`src/core/motor_cfg_pkg.sv`:
```
// Notes on behaviour
// - nominal supply code in word 20 [7:0]; volts = code / 255 * 20
// - nominal rotation rate in word 8 [10:0]; 0.530 Hz per count
// - launch current = nominal current * 1/8 * (word 10 [15:11] + 1)
// - position-probe current limit word 18 [13:8], 0.04 A per count
// - nudge amplitude percent = word 21 [7:5] * 3.2 + 2.4
// - word 13 bit 14 set delays motor startup by 100 ms
// - word 11 bit 15 one opens inductance tuning window, zero is normal
// - overcurrent fault clears on restart (16[3]=0) or after 5 s (16[3]=1)
// - word 17 bit 9 selects register speed 17 [8:0] over duty pin
// - each word is 16 bits, store of 24 words
// - words are numbered registers reached over the two-wire serial bus
package motor_cfg_pkg;
   // ----------------------------------------------------------------
   // storage shape
   // ----------------------------------------------------------------
   localparam int unsigned  WORD_W     = 16;
   localparam int unsigned  WORD_COUNT = 24;
   localparam logic [15:0]  WORD_RESET = 16'h0000;
   // ----------------------------------------------------------------
   // register numbers
   // ----------------------------------------------------------------
   localparam logic [7:0] RATED_SPEED_AND_FLAGS_WORD = 8'h08;
   localparam logic [7:0] ACCEL_AND_RESISTANCE_WORD  = 8'h09;
   localparam logic [7:0] CURRENT_SETTING_WORD       = 8'h0a;
   localparam logic [7:0] DRIVE_AND_STARTUP_WORD     = 8'h0b;
   localparam logic [7:0] OBSERVER_GAIN_P_WORD       = 8'h0c;
   localparam logic [7:0] OBSERVER_GAIN_I_WORD       = 8'h0d;
   localparam logic [7:0] SOFT_RAMP_WORD             = 8'h0f;
   localparam logic [7:0] PROTECTION_AND_BUFFER_WORD = 8'h10;
   localparam logic [7:0] SPEED_COMMAND_WORD         = 8'h11;
   localparam logic [7:0] PROBE_THRESHOLD_WORD       = 8'h12;
   localparam logic [7:0] NOMINAL_SUPPLY_WORD        = 8'h14;
   localparam logic [7:0] NUDGE_AND_DUTY_WORD        = 8'h15;
   localparam logic [7:0] LOOP_TIME_CONSTANT_WORD    = 8'h16;
   // ----------------------------------------------------------------
   // field positions
   // ----------------------------------------------------------------
   localparam int unsigned SUPPLY_LSB = 0;   // 8 bits
   localparam int unsigned SPEED_LSB  = 0;   // 11 bits
   localparam int unsigned CURR_LSB   = 0;   // 11 bits
   localparam int unsigned LAUNCH_LSB = 11;  // 5 bits
   localparam int unsigned PROBE_LSB  = 8;   // 6 bits
   localparam int unsigned NUDGE_LSB  = 5;   // 3 bits
   localparam int unsigned DELAY_BIT  = 14;
   localparam int unsigned TUNE_BIT   = 15;
   localparam int unsigned RECOV_BIT  = 3;
   localparam int unsigned SEL_BIT    = 9;
   localparam int unsigned DEMAND_LSB = 0;   // 9 bits
   // nudge demand in tenths of percent: value*32 + 24
   localparam logic [7:0] NUDGE_STEP  = 8'h20;
   localparam logic [7:0] NUDGE_BASE  = 8'h18;
   // ----------------------------------------------------------------
   // timing
   // ----------------------------------------------------------------
   localparam int unsigned CLK_HZ         = 20_000_000;
   localparam int unsigned DELAY_MS       = 100;
   localparam int unsigned DELAY_CYCLES   = CLK_HZ / 1000 * DELAY_MS;
   localparam int unsigned RECOVER_S      = 5;
   localparam int unsigned RECOVER_CYCLES = CLK_HZ * RECOVER_S;
   // bus address, arbitrary value
   localparam logic [6:0]  BUS_ADDR_DEFAULT = 7'h2a;
   // ----------------------------------------------------------------
   // carriers
   // ----------------------------------------------------------------
   typedef struct packed {
      logic [7:0]  supply_code;
      logic [10:0] rated_speed;
      logic [10:0] rated_current;
      logic [13:0] launch_current;
      logic [5:0]  probe_limit;
      logic [7:0]  nudge_tenths;
      logic        tuning_window;
      logic        auto_recover;
   } motor_cfg_t;
   typedef enum logic [8:0] {
      ST_IDLE  = 9'h001,
      ST_ADDR  = 9'h002,
      ST_ACK_A = 9'h004,
      ST_REG   = 9'h008,
      ST_ACK_R = 9'h010,
      ST_WDATA = 9'h020,
      ST_ACK_W = 9'h040,
      ST_RDATA = 9'h080,
      ST_MACK  = 9'h100
   } bus_state_t;
endpackage

```
`src/core/motor_param_config_bank.sv`:
```
`timescale 1ns/1ps
module motor_param_config_bank
   import motor_cfg_pkg::*;
#(
   parameter int unsigned DELAY_CNT   = DELAY_CYCLES,
   parameter int unsigned RECOVER_CNT = RECOVER_CYCLES,
   parameter logic [6:0]  BUS_ADDR    = BUS_ADDR_DEFAULT
)(
   // clock and reset
   input  wire logic       clock,
   input  wire logic       reset_n,
   // two-wire serial bus
   input  wire logic       scl_in,
   input  wire logic       sda_in,
   output logic            sda_out,
   output logic            sda_oe,
   // motor control side
   input  wire logic       start_req,
   input  wire logic       overcurrent_event,
   input  wire logic [8:0] duty_pin_cmd,
   output logic [8:0]      speed_cmd,
   output logic            motor_run,
   output logic            fault_active,
   output motor_cfg_t      cfg
);
   // ----------------------------------------------------------------
   // storage and bus state
   // ----------------------------------------------------------------
   logic [15:0] words_ff [WORD_COUNT];
   logic [2:0]  scl_ff;
   logic [2:0]  sda_ff;
   bus_state_t  state_ff;
   logic [3:0]  cnt_ff;
   logic [7:0]  shift_ff;
   logic [7:0]  tx_ff;
   logic [7:0]  ptr_ff;
   logic [7:0]  hold_ff;
   logic        hi_ff;
   logic        rw_ff;
   logic        nack_ff;
   logic        oe_ff;
   logic        scl_rise;
   logic        scl_fall;
   logic        bus_start;
   logic        bus_stop;
   logic        wr_en;
   logic [15:0] wr_word;
   logic [15:0] rd_word;

   function automatic logic in_range(input logic [7:0] idx);
      in_range = (idx < 8'(WORD_COUNT));
   endfunction

   function automatic logic [15:0] word_at(input logic [7:0] idx);
      if (in_range(idx)) begin
         word_at = words_ff[idx[4:0]];
      end else begin
         word_at = 16'h0000;
      end
   endfunction

   // ----------------------------------------------------------------
   // pin synchronisers; stage 0 feeds only stage 1
   // ----------------------------------------------------------------
   always_ff @(posedge clock) begin
      if (!reset_n) begin
         scl_ff <= 3'h7;
         sda_ff <= 3'h7;
      end else begin
         scl_ff <= {scl_ff[1:0], scl_in};
         sda_ff <= {sda_ff[1:0], sda_in};
      end
   end

   // edges and bus conditions from the settled stages only
   assign scl_rise  = scl_ff[1] & ~scl_ff[2];
   assign scl_fall  = ~scl_ff[1] & scl_ff[2];
   assign bus_start = scl_ff[1] & scl_ff[2] & ~sda_ff[1] & sda_ff[2];
   assign bus_stop  = scl_ff[1] & scl_ff[2] & sda_ff[1] & ~sda_ff[2];
   // a word is committed only when its low byte completes
   assign wr_en     = (state_ff == ST_WDATA) && scl_fall && (cnt_ff == 4'h8) && !hi_ff;
   assign wr_word   = {hold_ff, shift_ff};

   // a process, not an assign: it also wakes on a store write, not only on a pointer move
   always_comb begin
      rd_word = word_at(ptr_ff);
   end

   // ----------------------------------------------------------------
   // serial slave: address, register number, 16-bit words high first
   // ----------------------------------------------------------------
   always_ff @(posedge clock) begin
      if (!reset_n) begin
         state_ff <= ST_IDLE;
         cnt_ff   <= 4'h0;
         shift_ff <= 8'h00;
         tx_ff    <= 8'h00;
         ptr_ff   <= 8'h00;
         hold_ff  <= 8'h00;
         hi_ff    <= 1'b1;
         rw_ff    <= 1'b0;
         nack_ff  <= 1'b0;
         oe_ff    <= 1'b0;
      end else if (bus_start) begin
         state_ff <= ST_ADDR;   // repeated start keeps the pointer
         cnt_ff   <= 4'h0;
         hi_ff    <= 1'b1;
         oe_ff    <= 1'b0;
      end else if (bus_stop) begin
         state_ff <= ST_IDLE;
         oe_ff    <= 1'b0;
      end else if (scl_rise) begin
         case (state_ff)
            ST_ADDR, ST_REG, ST_WDATA: begin
               shift_ff <= {shift_ff[6:0], sda_ff[1]};
               cnt_ff   <= cnt_ff + 4'h1;
            end
            ST_RDATA: cnt_ff <= cnt_ff + 4'h1;
            ST_MACK:  nack_ff <= sda_ff[1];
            default: ;
         endcase
      end else if (scl_fall) begin
         case (state_ff)
            ST_ADDR: begin
               if (cnt_ff == 4'h8) begin
                  cnt_ff <= 4'h0;
                  if (shift_ff[7:1] == BUS_ADDR) begin
                     rw_ff    <= shift_ff[0];
                     oe_ff    <= 1'b1;
                     state_ff <= ST_ACK_A;
                  end else begin
                     state_ff <= ST_IDLE;   // other targets are ignored
                  end
               end
            end
            ST_ACK_A: begin
               cnt_ff <= 4'h0;
               if (rw_ff) begin
                  oe_ff    <= ~rd_word[15];
                  tx_ff    <= {rd_word[14:8], 1'b0};
                  hi_ff    <= 1'b0;
                  state_ff <= ST_RDATA;
               end else begin
                  oe_ff    <= 1'b0;
                  state_ff <= ST_REG;
               end
            end
            ST_REG: begin
               if (cnt_ff == 4'h8) begin
                  ptr_ff   <= shift_ff;
                  cnt_ff   <= 4'h0;
                  oe_ff    <= 1'b1;
                  state_ff <= ST_ACK_R;
               end
            end
            ST_ACK_R, ST_ACK_W: begin
               oe_ff    <= 1'b0;
               state_ff <= ST_WDATA;
            end
            ST_WDATA: begin
               if (cnt_ff == 4'h8) begin
                  cnt_ff   <= 4'h0;
                  oe_ff    <= 1'b1;
                  state_ff <= ST_ACK_W;
                  hi_ff    <= ~hi_ff;
                  if (hi_ff) begin
                     hold_ff <= shift_ff;
                  end else begin
                     ptr_ff  <= ptr_ff + 8'h01;   // auto-increment per word
                  end
               end
            end
            ST_RDATA: begin
               if (cnt_ff == 4'h8) begin
                  oe_ff    <= 1'b0;
                  state_ff <= ST_MACK;
               end else begin
                  oe_ff <= ~tx_ff[7];
                  tx_ff <= {tx_ff[6:0], 1'b0};
               end
            end
            ST_MACK: begin
               cnt_ff <= 4'h0;
               if (nack_ff) begin
                  state_ff <= ST_IDLE;   // master ends the read
               end else if (!hi_ff) begin
                  oe_ff    <= ~rd_word[7];
                  tx_ff    <= {rd_word[6:0], 1'b0};
                  hi_ff    <= 1'b1;
                  ptr_ff   <= ptr_ff + 8'h01;
                  state_ff <= ST_RDATA;
               end else begin
                  oe_ff    <= ~rd_word[15];
                  tx_ff    <= {rd_word[14:8], 1'b0};
                  hi_ff    <= 1'b0;
                  state_ff <= ST_RDATA;
               end
            end
            default: state_ff <= ST_IDLE;
         endcase
      end
   end

   // ----------------------------------------------------------------
   // word store; numbers past the store accept and drop writes
   // ----------------------------------------------------------------
   always_ff @(posedge clock) begin
      if (!reset_n) begin
         for (int i = 0; i < int'(WORD_COUNT); i++) begin
            words_ff[i] <= WORD_RESET;
         end
      end else if (wr_en && in_range(ptr_ff)) begin
         words_ff[ptr_ff[4:0]] <= wr_word;
      end
   end

   // ----------------------------------------------------------------
   // decoded configuration, registered
   // ----------------------------------------------------------------
   always_ff @(posedge clock) begin
      if (!reset_n) begin
         cfg <= '0;
      end else begin
         cfg.supply_code   <= words_ff[NOMINAL_SUPPLY_WORD[4:0]][SUPPLY_LSB +: 8];
         cfg.rated_speed   <= words_ff[RATED_SPEED_AND_FLAGS_WORD[4:0]][SPEED_LSB +: 11];
         cfg.rated_current <= words_ff[CURRENT_SETTING_WORD[4:0]][CURR_LSB +: 11];
         // product fits 17 bits; dividing by 8 leaves 14
         cfg.launch_current <= 14'((17'(words_ff[CURRENT_SETTING_WORD[4:0]][CURR_LSB +: 11])
                                 * (17'(words_ff[CURRENT_SETTING_WORD[4:0]][LAUNCH_LSB +: 5]) + 17'h1))
                                 >> 3);
         cfg.probe_limit   <= words_ff[PROBE_THRESHOLD_WORD[4:0]][PROBE_LSB +: 6];
         cfg.nudge_tenths  <= 8'(words_ff[NUDGE_AND_DUTY_WORD[4:0]][NUDGE_LSB +: 3]) * NUDGE_STEP
                              + NUDGE_BASE;
         cfg.tuning_window <= words_ff[DRIVE_AND_STARTUP_WORD[4:0]][TUNE_BIT];
         cfg.auto_recover  <= words_ff[PROTECTION_AND_BUFFER_WORD[4:0]][RECOV_BIT];
      end
   end

   // speed command source: register field or measured pin duty
   always_ff @(posedge clock) begin
      if (!reset_n) begin
         speed_cmd <= 9'h000;
      end else if (words_ff[SPEED_COMMAND_WORD[4:0]][SEL_BIT]) begin
         speed_cmd <= words_ff[SPEED_COMMAND_WORD[4:0]][DEMAND_LSB +: 9];
      end else begin
         speed_cmd <= duty_pin_cmd;
      end
   end

   assign sda_out = 1'b0;   // open drain: only ever pulls low
   assign sda_oe  = oe_ff;

   // ----------------------------------------------------------------
   // startup delay and overcurrent recovery
   // ----------------------------------------------------------------
   logic [26:0] delay_cnt_ff;
   logic [26:0] recov_cnt_ff;
   logic        start_d_ff;
   logic        restart;

   assign restart = start_req & ~start_d_ff;

   always_ff @(posedge clock) begin
      if (!reset_n) begin
         start_d_ff   <= 1'b0;
         delay_cnt_ff <= 27'h0;
         motor_run    <= 1'b0;
      end else begin
         start_d_ff <= start_req;
         if (!start_req || fault_active) begin
            delay_cnt_ff <= 27'h0;
            motor_run    <= 1'b0;
         end else if (!motor_run) begin
            // hold off for the delay when the flag is set
            if (!words_ff[OBSERVER_GAIN_I_WORD[4:0]][DELAY_BIT] ||
                delay_cnt_ff >= 27'(DELAY_CNT - 1)) begin
               motor_run <= 1'b1;
            end else begin
               delay_cnt_ff <= delay_cnt_ff + 27'h1;
            end
         end
      end
   end

   // a new event in the clearing cycle keeps the fault set
   always_ff @(posedge clock) begin
      if (!reset_n) begin
         fault_active <= 1'b0;
         recov_cnt_ff <= 27'h0;
      end else if (overcurrent_event) begin
         fault_active <= 1'b1;
         recov_cnt_ff <= 27'h0;
      end else if (fault_active) begin
         if (!cfg.auto_recover) begin
            recov_cnt_ff <= 27'h0;
            if (restart) begin
               fault_active <= 1'b0;
            end
         end else if (recov_cnt_ff >= 27'(RECOVER_CNT - 1)) begin
            fault_active <= 1'b0;
            recov_cnt_ff <= 27'h0;
         end else begin
            recov_cnt_ff <= recov_cnt_ff + 27'h1;
         end
      end
   end
endmodule // motor_param_config_bank

```
`config.mk`:
```
export PLATFORM = sky130hd
export DESIGN_NAME = motor_param_config_bank
export DESIGN_NICKNAME = d
export VERILOG_FILES = /design/src/core/motor_cfg_pkg.sv /design/src/core/motor_param_config_bank.sv
export SDC_FILE = /design/constraint.sdc
export NUM_CORES = 1
export LEC_CHECK = 0
export BUFFER_PORTS_ARGS = -buffer_cell sky130_fd_sc_hd__buf_2
export CAP_MARGIN = 0
export CORE_MARGIN = 3
export CORE_UTILIZATION = 50
export DETAILED_ROUTE_END_ITERATION = 8
export PLACE_DENSITY = 0.66
export RECOVER_POWER = 25
export SETUP_SLACK_MARGIN = 0.02
export SYNTH_ARGS = -nofsm -noshare
export SYNTH_HDL_FRONTEND = slang
export SYNTH_SLANG_ARGS = --single-unit
```
`constraint.sdc`:
```
create_clock -name clock -period 5.1 [get_ports clock]
set_input_delay 1.02 -clock clock [delete_from_list [all_inputs] [get_ports clock]]
set_output_delay 1.02 -clock clock [all_outputs]
set_load 0.01 [all_outputs]
```
# Word-level counts from Yosys, hierarchy flattened
# Memory sizes are Yosys's and may differ from the RTL's. A register that Yosys moved wholly into a read port is not among the register bits.
# Cells that the tools add are included.
dict set report word_totals {
  word_cells 185
  in_bits 15
  out_inout_bits 73
  n_memories 1
  register_bits 154
  mem_bits_rw 384
}
# memory depth word_bits read_ports rd_clocked_by_memory_dff write_ports line_no
set mem_list {}
lappend mem_list {words_ff 24 16 10 6 24 motor_param_config_bank.sv:29} ;# logic [15:0] words_ff [WORD_COUNT];
dict set report op_classes {
  order_cmp 3
  reduce_logical 43
  n_mux 60
  multipliers 1
  n_eq_ne 26
  bitwise_logic 23
  n_addsub 6
}
# op n
set ops {}
lappend ops {{8-bit two-way mux} 10}
lappend ops {{9-bit case mux with 7 select lines} 1}
lappend ops {{27-bit by 1-bit adder with 27-bit output (second input constant)} 2}
lappend ops {{27-bit two-way mux} 2}
lappend ops {{8-bit case mux with 3 select lines} 2}
lappend ops {{9-bit two-way mux} 5}
lappend ops {{16-bit two-way mux} 2}
lappend ops {{7-bit AND reduction} 4}
lappend ops {{27-bit by 21-bit >= comparator with 1-bit output (second input constant)} 1}
lappend ops {{27-bit >= comparator (second input constant)} 1}
lappend ops {{1-bit two-way mux} 23}
lappend ops {{11-bit by 6-bit multiplier with 17-bit output} 1}
lappend ops {{4-bit two-way mux} 4}
lappend ops {{2-bit != test (second input constant)} 8}
lappend ops {{8-bit AND reduction} 2}
lappend ops {{16-bit OR reduction} 1}
lappend ops {{5-bit two-way mux} 3}
lappend ops {{1-bit NOT} 15}
lappend ops {{3-bit nonzero test} 5}
lappend ops {{4-bit != test (second input constant)} 3}
lappend ops {{6-bit AND reduction} 2}
lappend ops {{2-bit OR reduction} 6}
lappend ops {{9-bit by 2-bit equality test with 1-bit output (second input constant)} 1}
lappend ops {{9-bit by 3-bit equality test with 1-bit output (second input constant)} 1}
lappend ops {{other kinds (32)} 57}

# Logic depth before layout (Yosys ltp)
dict set report logic_depth {
  word_depth 11
  mapped_depth 19
  ltp_nobuf 18
}

# Worst setup path before layout
# No wires, ideal clock.
dict set report synth_path {
  kind {register to register}
  from {memory words_ff[10][11]}
  to {register cfg[28] (netlist name)}
  t_required_ps 5028
  path_slack_ps 420
  period_less_slack_ps 4680
  n_path_buf 1
  setup_time_ps 72
  stages_incl_launch_ff 18
  arrival_ps 4608
  cell_sequence {edfxtp_1 > ha_1 > nand3_1 > xnor2_1 > clkbuf_1 > nand2_1 > fa_1 > fa_1 > fa_1 > inv_1 > ha_1 > a21o_1 > a21o_1 > a2111oi_0 > nor2_1 > a21o_1 > o41ai_1 > mux2i_1}
}
# element line_no
set synth_rtl {}
lappend synth_rtl {{start, declared} motor_param_config_bank.sv:29}
lappend synth_rtl {{end, declared} motor_param_config_bank.sv:24} ;# output motor_cfg_t cfg

==> results.md <==
- The flow ran to the end, but the final reports show violations.
- The checks that failed: capacitance limit, slew limit.
- After Yosys synthesis, full adders, half adders and majority gates account for 3.70% of the synthesized area.
- For the worst flop-to-flop path, the logic depth is 17.
- The type of element launching the critical path is a register.
- The minimum clock period after layout is 4.78 ns.
- The clock tree from TritonCTS is done.
- The post-route cell area is 36,200 sq um.
- The count of standard-cell rows is 91.
- The mux share of post-synthesis cell area is 11.7%.
- The net total in the final layout is 2,697.
- The initial cell density of the core is 51.1%.
- The global-route usage over all layers is 23.9%.
- The type of destination of the critical path is a register.
- The compound-cell area share of the yosys netlist is 4.86%.
- The count of final max-slew check failures is 438.
- The remaining routing DRC violations is 0.
- The sequential share of power is 50.1%.
- The cell internal power dissipation is 9.85 mW.
- The number of global-route vias before repair is 20.1k.
- In this run, the number of DRC markers left after iteration 0 of detailed routing was 2,004.
- After clock tree synthesis, the clock-pin slew on the worst setup and hold paths is 0.06 ns.
- The synthesized flop and latch total is 693.
- The instance count along the most critical hold path is 1.
- The layout filler cell count is 5,159.
- Summing over every cut layer, the via total after detailed routing is 20.1k.
- The number of hold buffers added after CTS is 0.
- The maximum clock insertion buffer count is 3.
- The tightest hold path in the finished design has a slack of 0.409 ns.
- The post-detailed-route wirelength per cell is 22.4 um.
- For this run the aggregate overflow at the end of global routing stands at 0.
- The number of placed instances, taps included, is 3,368.
- Across the routed clock network, the largest skew measured is 0.0208 ns.
- The cell chosen for the clock root is clkbuf_16.
- Measured against its own limit, the worst slew margin works out to -36.0%.
- The synthesized netlist devotes 1.07% of its cell area to XOR and XNOR gates.
- The die area is 66,800 sq um.
- Entering global routing, the biggest net connects 72 pins.
- After synthesis, the largest family of logic cells by area is simple AND/OR/NAND/NOR gates.
- The clock tree synthesis step divided the H-tree into 3 levels.
- The post-route netlist has 13.8% of its cells at a drive strength greater than 1.
- Leaving out fill and tap cells, the most frequent cell in the layout is edfxtp_1.
- The reported net switching power is 2.91 mW.
- The initial antenna violation count is 3.
- The min-delay analysis places its worst path in the category register to register.
- Summing internal, switching and leakage power gives 12.8 mW.
- The number of distinct library cells after synthesis is 74.
- Data on the critical path is required at its endpoint by 5.64 ns.
- The count of warnings emitted by yosys is 0.
- The first detailed-routing pass ran for 6 iterations.
- The worst path meets setup with 0.317 ns of slack.
- The CTS sink count is 693.
- The number of hold-slack violations in the final timing report is 0.
- The insertion delay to the later sink of the worst-skew pair is 0.62 ns.
- In the routed layout, each cell is associated on average with a via count of 5.71.
- The final core area utilization is 58.0%.
- Once detail routing completed, the nets flagged for antenna violations numbered 0.
- Of the total synthesized cell area, the portion taken by AND, OR, NAND and NOR gates is 16.1%.
- In the layout the commonest cells are edfxtp_1, and2_1, dfxtp_1.
- The floorplan step set the die height to 259 um.
- The maximum net fanout on the critical path is 11.
- Setup repair after global routing left no endpoint under its margin.
- The leakage dissipation is 13.0 nW.
- The number of enable-type register cells in the synthesized netlist is 512.
- Once placement finished, the instance area stood at 33,800 sq um.
- The global-route wire length before repair is 121,000 um.
- Adding up every negative setup slack in the final design gives 0 ns.
- At the placement stage, the worst setup path has a slack of -0.133 ns.
- For this run, the register share of the synthesized area comes to 59.6%.
- The estimated wirelength of the detail-placed design is 50,900 um.
- The part of the total power dissipated in combinational logic is 7.5%.
- The number of max-cap violations is 11.
- The total clock buffers created by CTS is 75.
- By startpoint and endpoint, the worst setup path is classified as register to register.
- Of all flip-flops after synthesis, the portion carrying an async set or reset was 0%.
- The congestion estimate from routability-driven global placement came to 0.855.
- Summed over all layers, the routed wires come to 78,700 um.
- Dividing total power by cell area gives a power density of 353 nW/um^2.
- The top achievable clock speed is 209 MHz.
- During I/O placement, the number of pins put on the boundary was 88.
- The final setup violation count is 0.
- The critical path data arrival time is 5.32 ns.
- After layout, the worst path uses 93.8% of the clock period.
- The clock network fraction of design power is 42.4%.
- The number of buffers added on ports is 83.
- The die width is 259 um.
- The most instantiated flip-flop cell in the synthesis netlist is edfxtp_1.
- The floorplan step defined a core boundary enclosing 62,400 sq um.
- In this run switching power makes up 22.8% of total power.
- The instance count of the mapped netlist is 2,407.
- Once layout is complete, the cells apart from fillers number 3,511.
- For the pin with the worst max-slew slack, the measured transition is 2.04 ns.
- The highest ir drop seen on vdd is 0.345 mV.
- From synthesis to final layout, the design area changed by 13.5%.
- The average size of a mapped cell is 13.2 sq um.
- After synthesis the cells add up to 31,900 sq um.
layout make-up:
| cell class | count | area [sq um] | share of cell area (%) |
|---|---|---|---|
| antenna | 1 | 2.50 | 0.00691 |
| clock buffer | 110 | 2200 | 6.09 |
| clock inverter | 30 | 273 | 0.754 |
| inverter | 76 | 285 | 0.788 |
| multi-input combinational | 1602 | 12500 | 34.4 |
| sequential | 693 | 19000 | 52.5 |
| tap | 837 | 1050 | 2.89 |
| timing repair buffer | 162 | 907 | 2.51 |
state kept, by name (all words and copies together), names as in the netlist, named ones only:
signal,count
cfg,56
cnt_ff,4
delay_cnt_ff,27
fault_active,1
hi_ff,1
hold_ff,8
motor_run,1
nack_ff,1
ptr_ff,8
recov_cnt_ff,27
rw_ff,1
scl_ff,3
sda_ff,3
sda_oe,1
shift_ff,8
speed_cmd,9
start_d_ff,1
state_ff,9
tx_ff,7
words_ff,512
repair_timing:
action                                  in CTS  in global routing
pin swaps                                    0                  1
resized for setup                            1                  4
gates cloned                                 0                  0
endpoints found under the setup margin       3                  4
setup buffers                                0                  2
cells by family (layout without fill, tap and decap cells):
logic type / count (synthesis) / count (layout)
AOI/OAI and AO/OA: 247 / 247
xor gates and xnor gates: 39 / 39
adders and majority gates: 72 / 72
buffers and inverters: 243 / 378
DFF: 693 / 693
muxes: 201 / 201
other: 1 / 133
and+or+nand+nor: 911 / 911
layer usage:
layer  up-vias  routed length [um]  GRT usage (%)
met5         -                   0              0
met1     10044               32600           32.7
met2       843               35800           36.4
li1       8997                   -              -
met4         0                3190           10.0
met3       175                7180           6.60
worst paths after layout:
check / start / endpoint / slack [ns]
worst min-delay path: sda_ff[0]$_SDFF_PN1_ / sda_ff[1]$_SDFF_PN1_ / 0.41
worst max register to register: words_ff[10][11]$_SDFFCE_PN0P_ / cfg[28]$_SDFF_PN0_ / 0.32
worst max-delay path: words_ff[10][11]$_SDFFCE_PN0P_ / cfg[28]$_SDFF_PN0_ / 0.32
worst min register to register: sda_ff[0]$_SDFF_PN1_ / sda_ff[1]$_SDFF_PN1_ / 0.41
Yosys cell counts, types with 9 or more instances:
library cell	count	area share (%)
nand3_1	33	0.52
a21oi_1	59	0.93
mux4_2	136	9.6
buf_2	9	0.14
a31oi_1	24	0.47
a211oi_1	15	0.35
clkbuf_1	136	1.6
fa_1	37	2.3
nand4_1	22	0.43
nand2b_1	25	0.49
o21ai_0	72	1.1
inv_1	74	0.87
a2111oi_0	10	0.27
xor2_1	23	0.63
a21o_1	13	0.31
buf_4	10	0.24
and3_1	12	0.24
edfxtp_1	512	48
or2_2	9	0.18
nor3_1	46	0.72
o22ai_1	9	0.18
nor2_1	122	1.4
xnor2_1	16	0.44
and2_1	448	8.8
mux2i_1	58	1.8
nand2_1	105	1.2
buf_1	10	0.12
nor2b_1	37	0.73
dfxtp_1	181	11
ha_1	35	1.4
worst max-delay path, stage by stage, from the launching register on:
cell and delay (ns):
edfxtp_1 0.40, ha_1 0.24, xor2_1 0.16, buf_4 0.17, and2_1 0.18, fa_1 0.53
inv_1 0.05, fa_1 0.46, fa_1 0.56, inv_1 0.05, ha_1 0.34, a21o_1 0.19
a21o_1 0.20, a2111oi_0 0.39, nor2_1 0.16, a21o_1 0.20, o41ai_2 0.23, mux2i_1 0.21
power groups by stage:
stage / logic, mW / clock network, mW / registers [mW]
after floorplan: 0.661 / 0 / 6.50
after global routing: 1.08 / 5.74 / 6.41
after detailed placement: 0.963 / 0 / 6.51
after global placement: 0.948 / 0 / 6.49
after CTS: 0.976 / 5.52 / 6.39
final: 0.961 / 5.41 / 6.39
(Power assumes the default switching activity.)
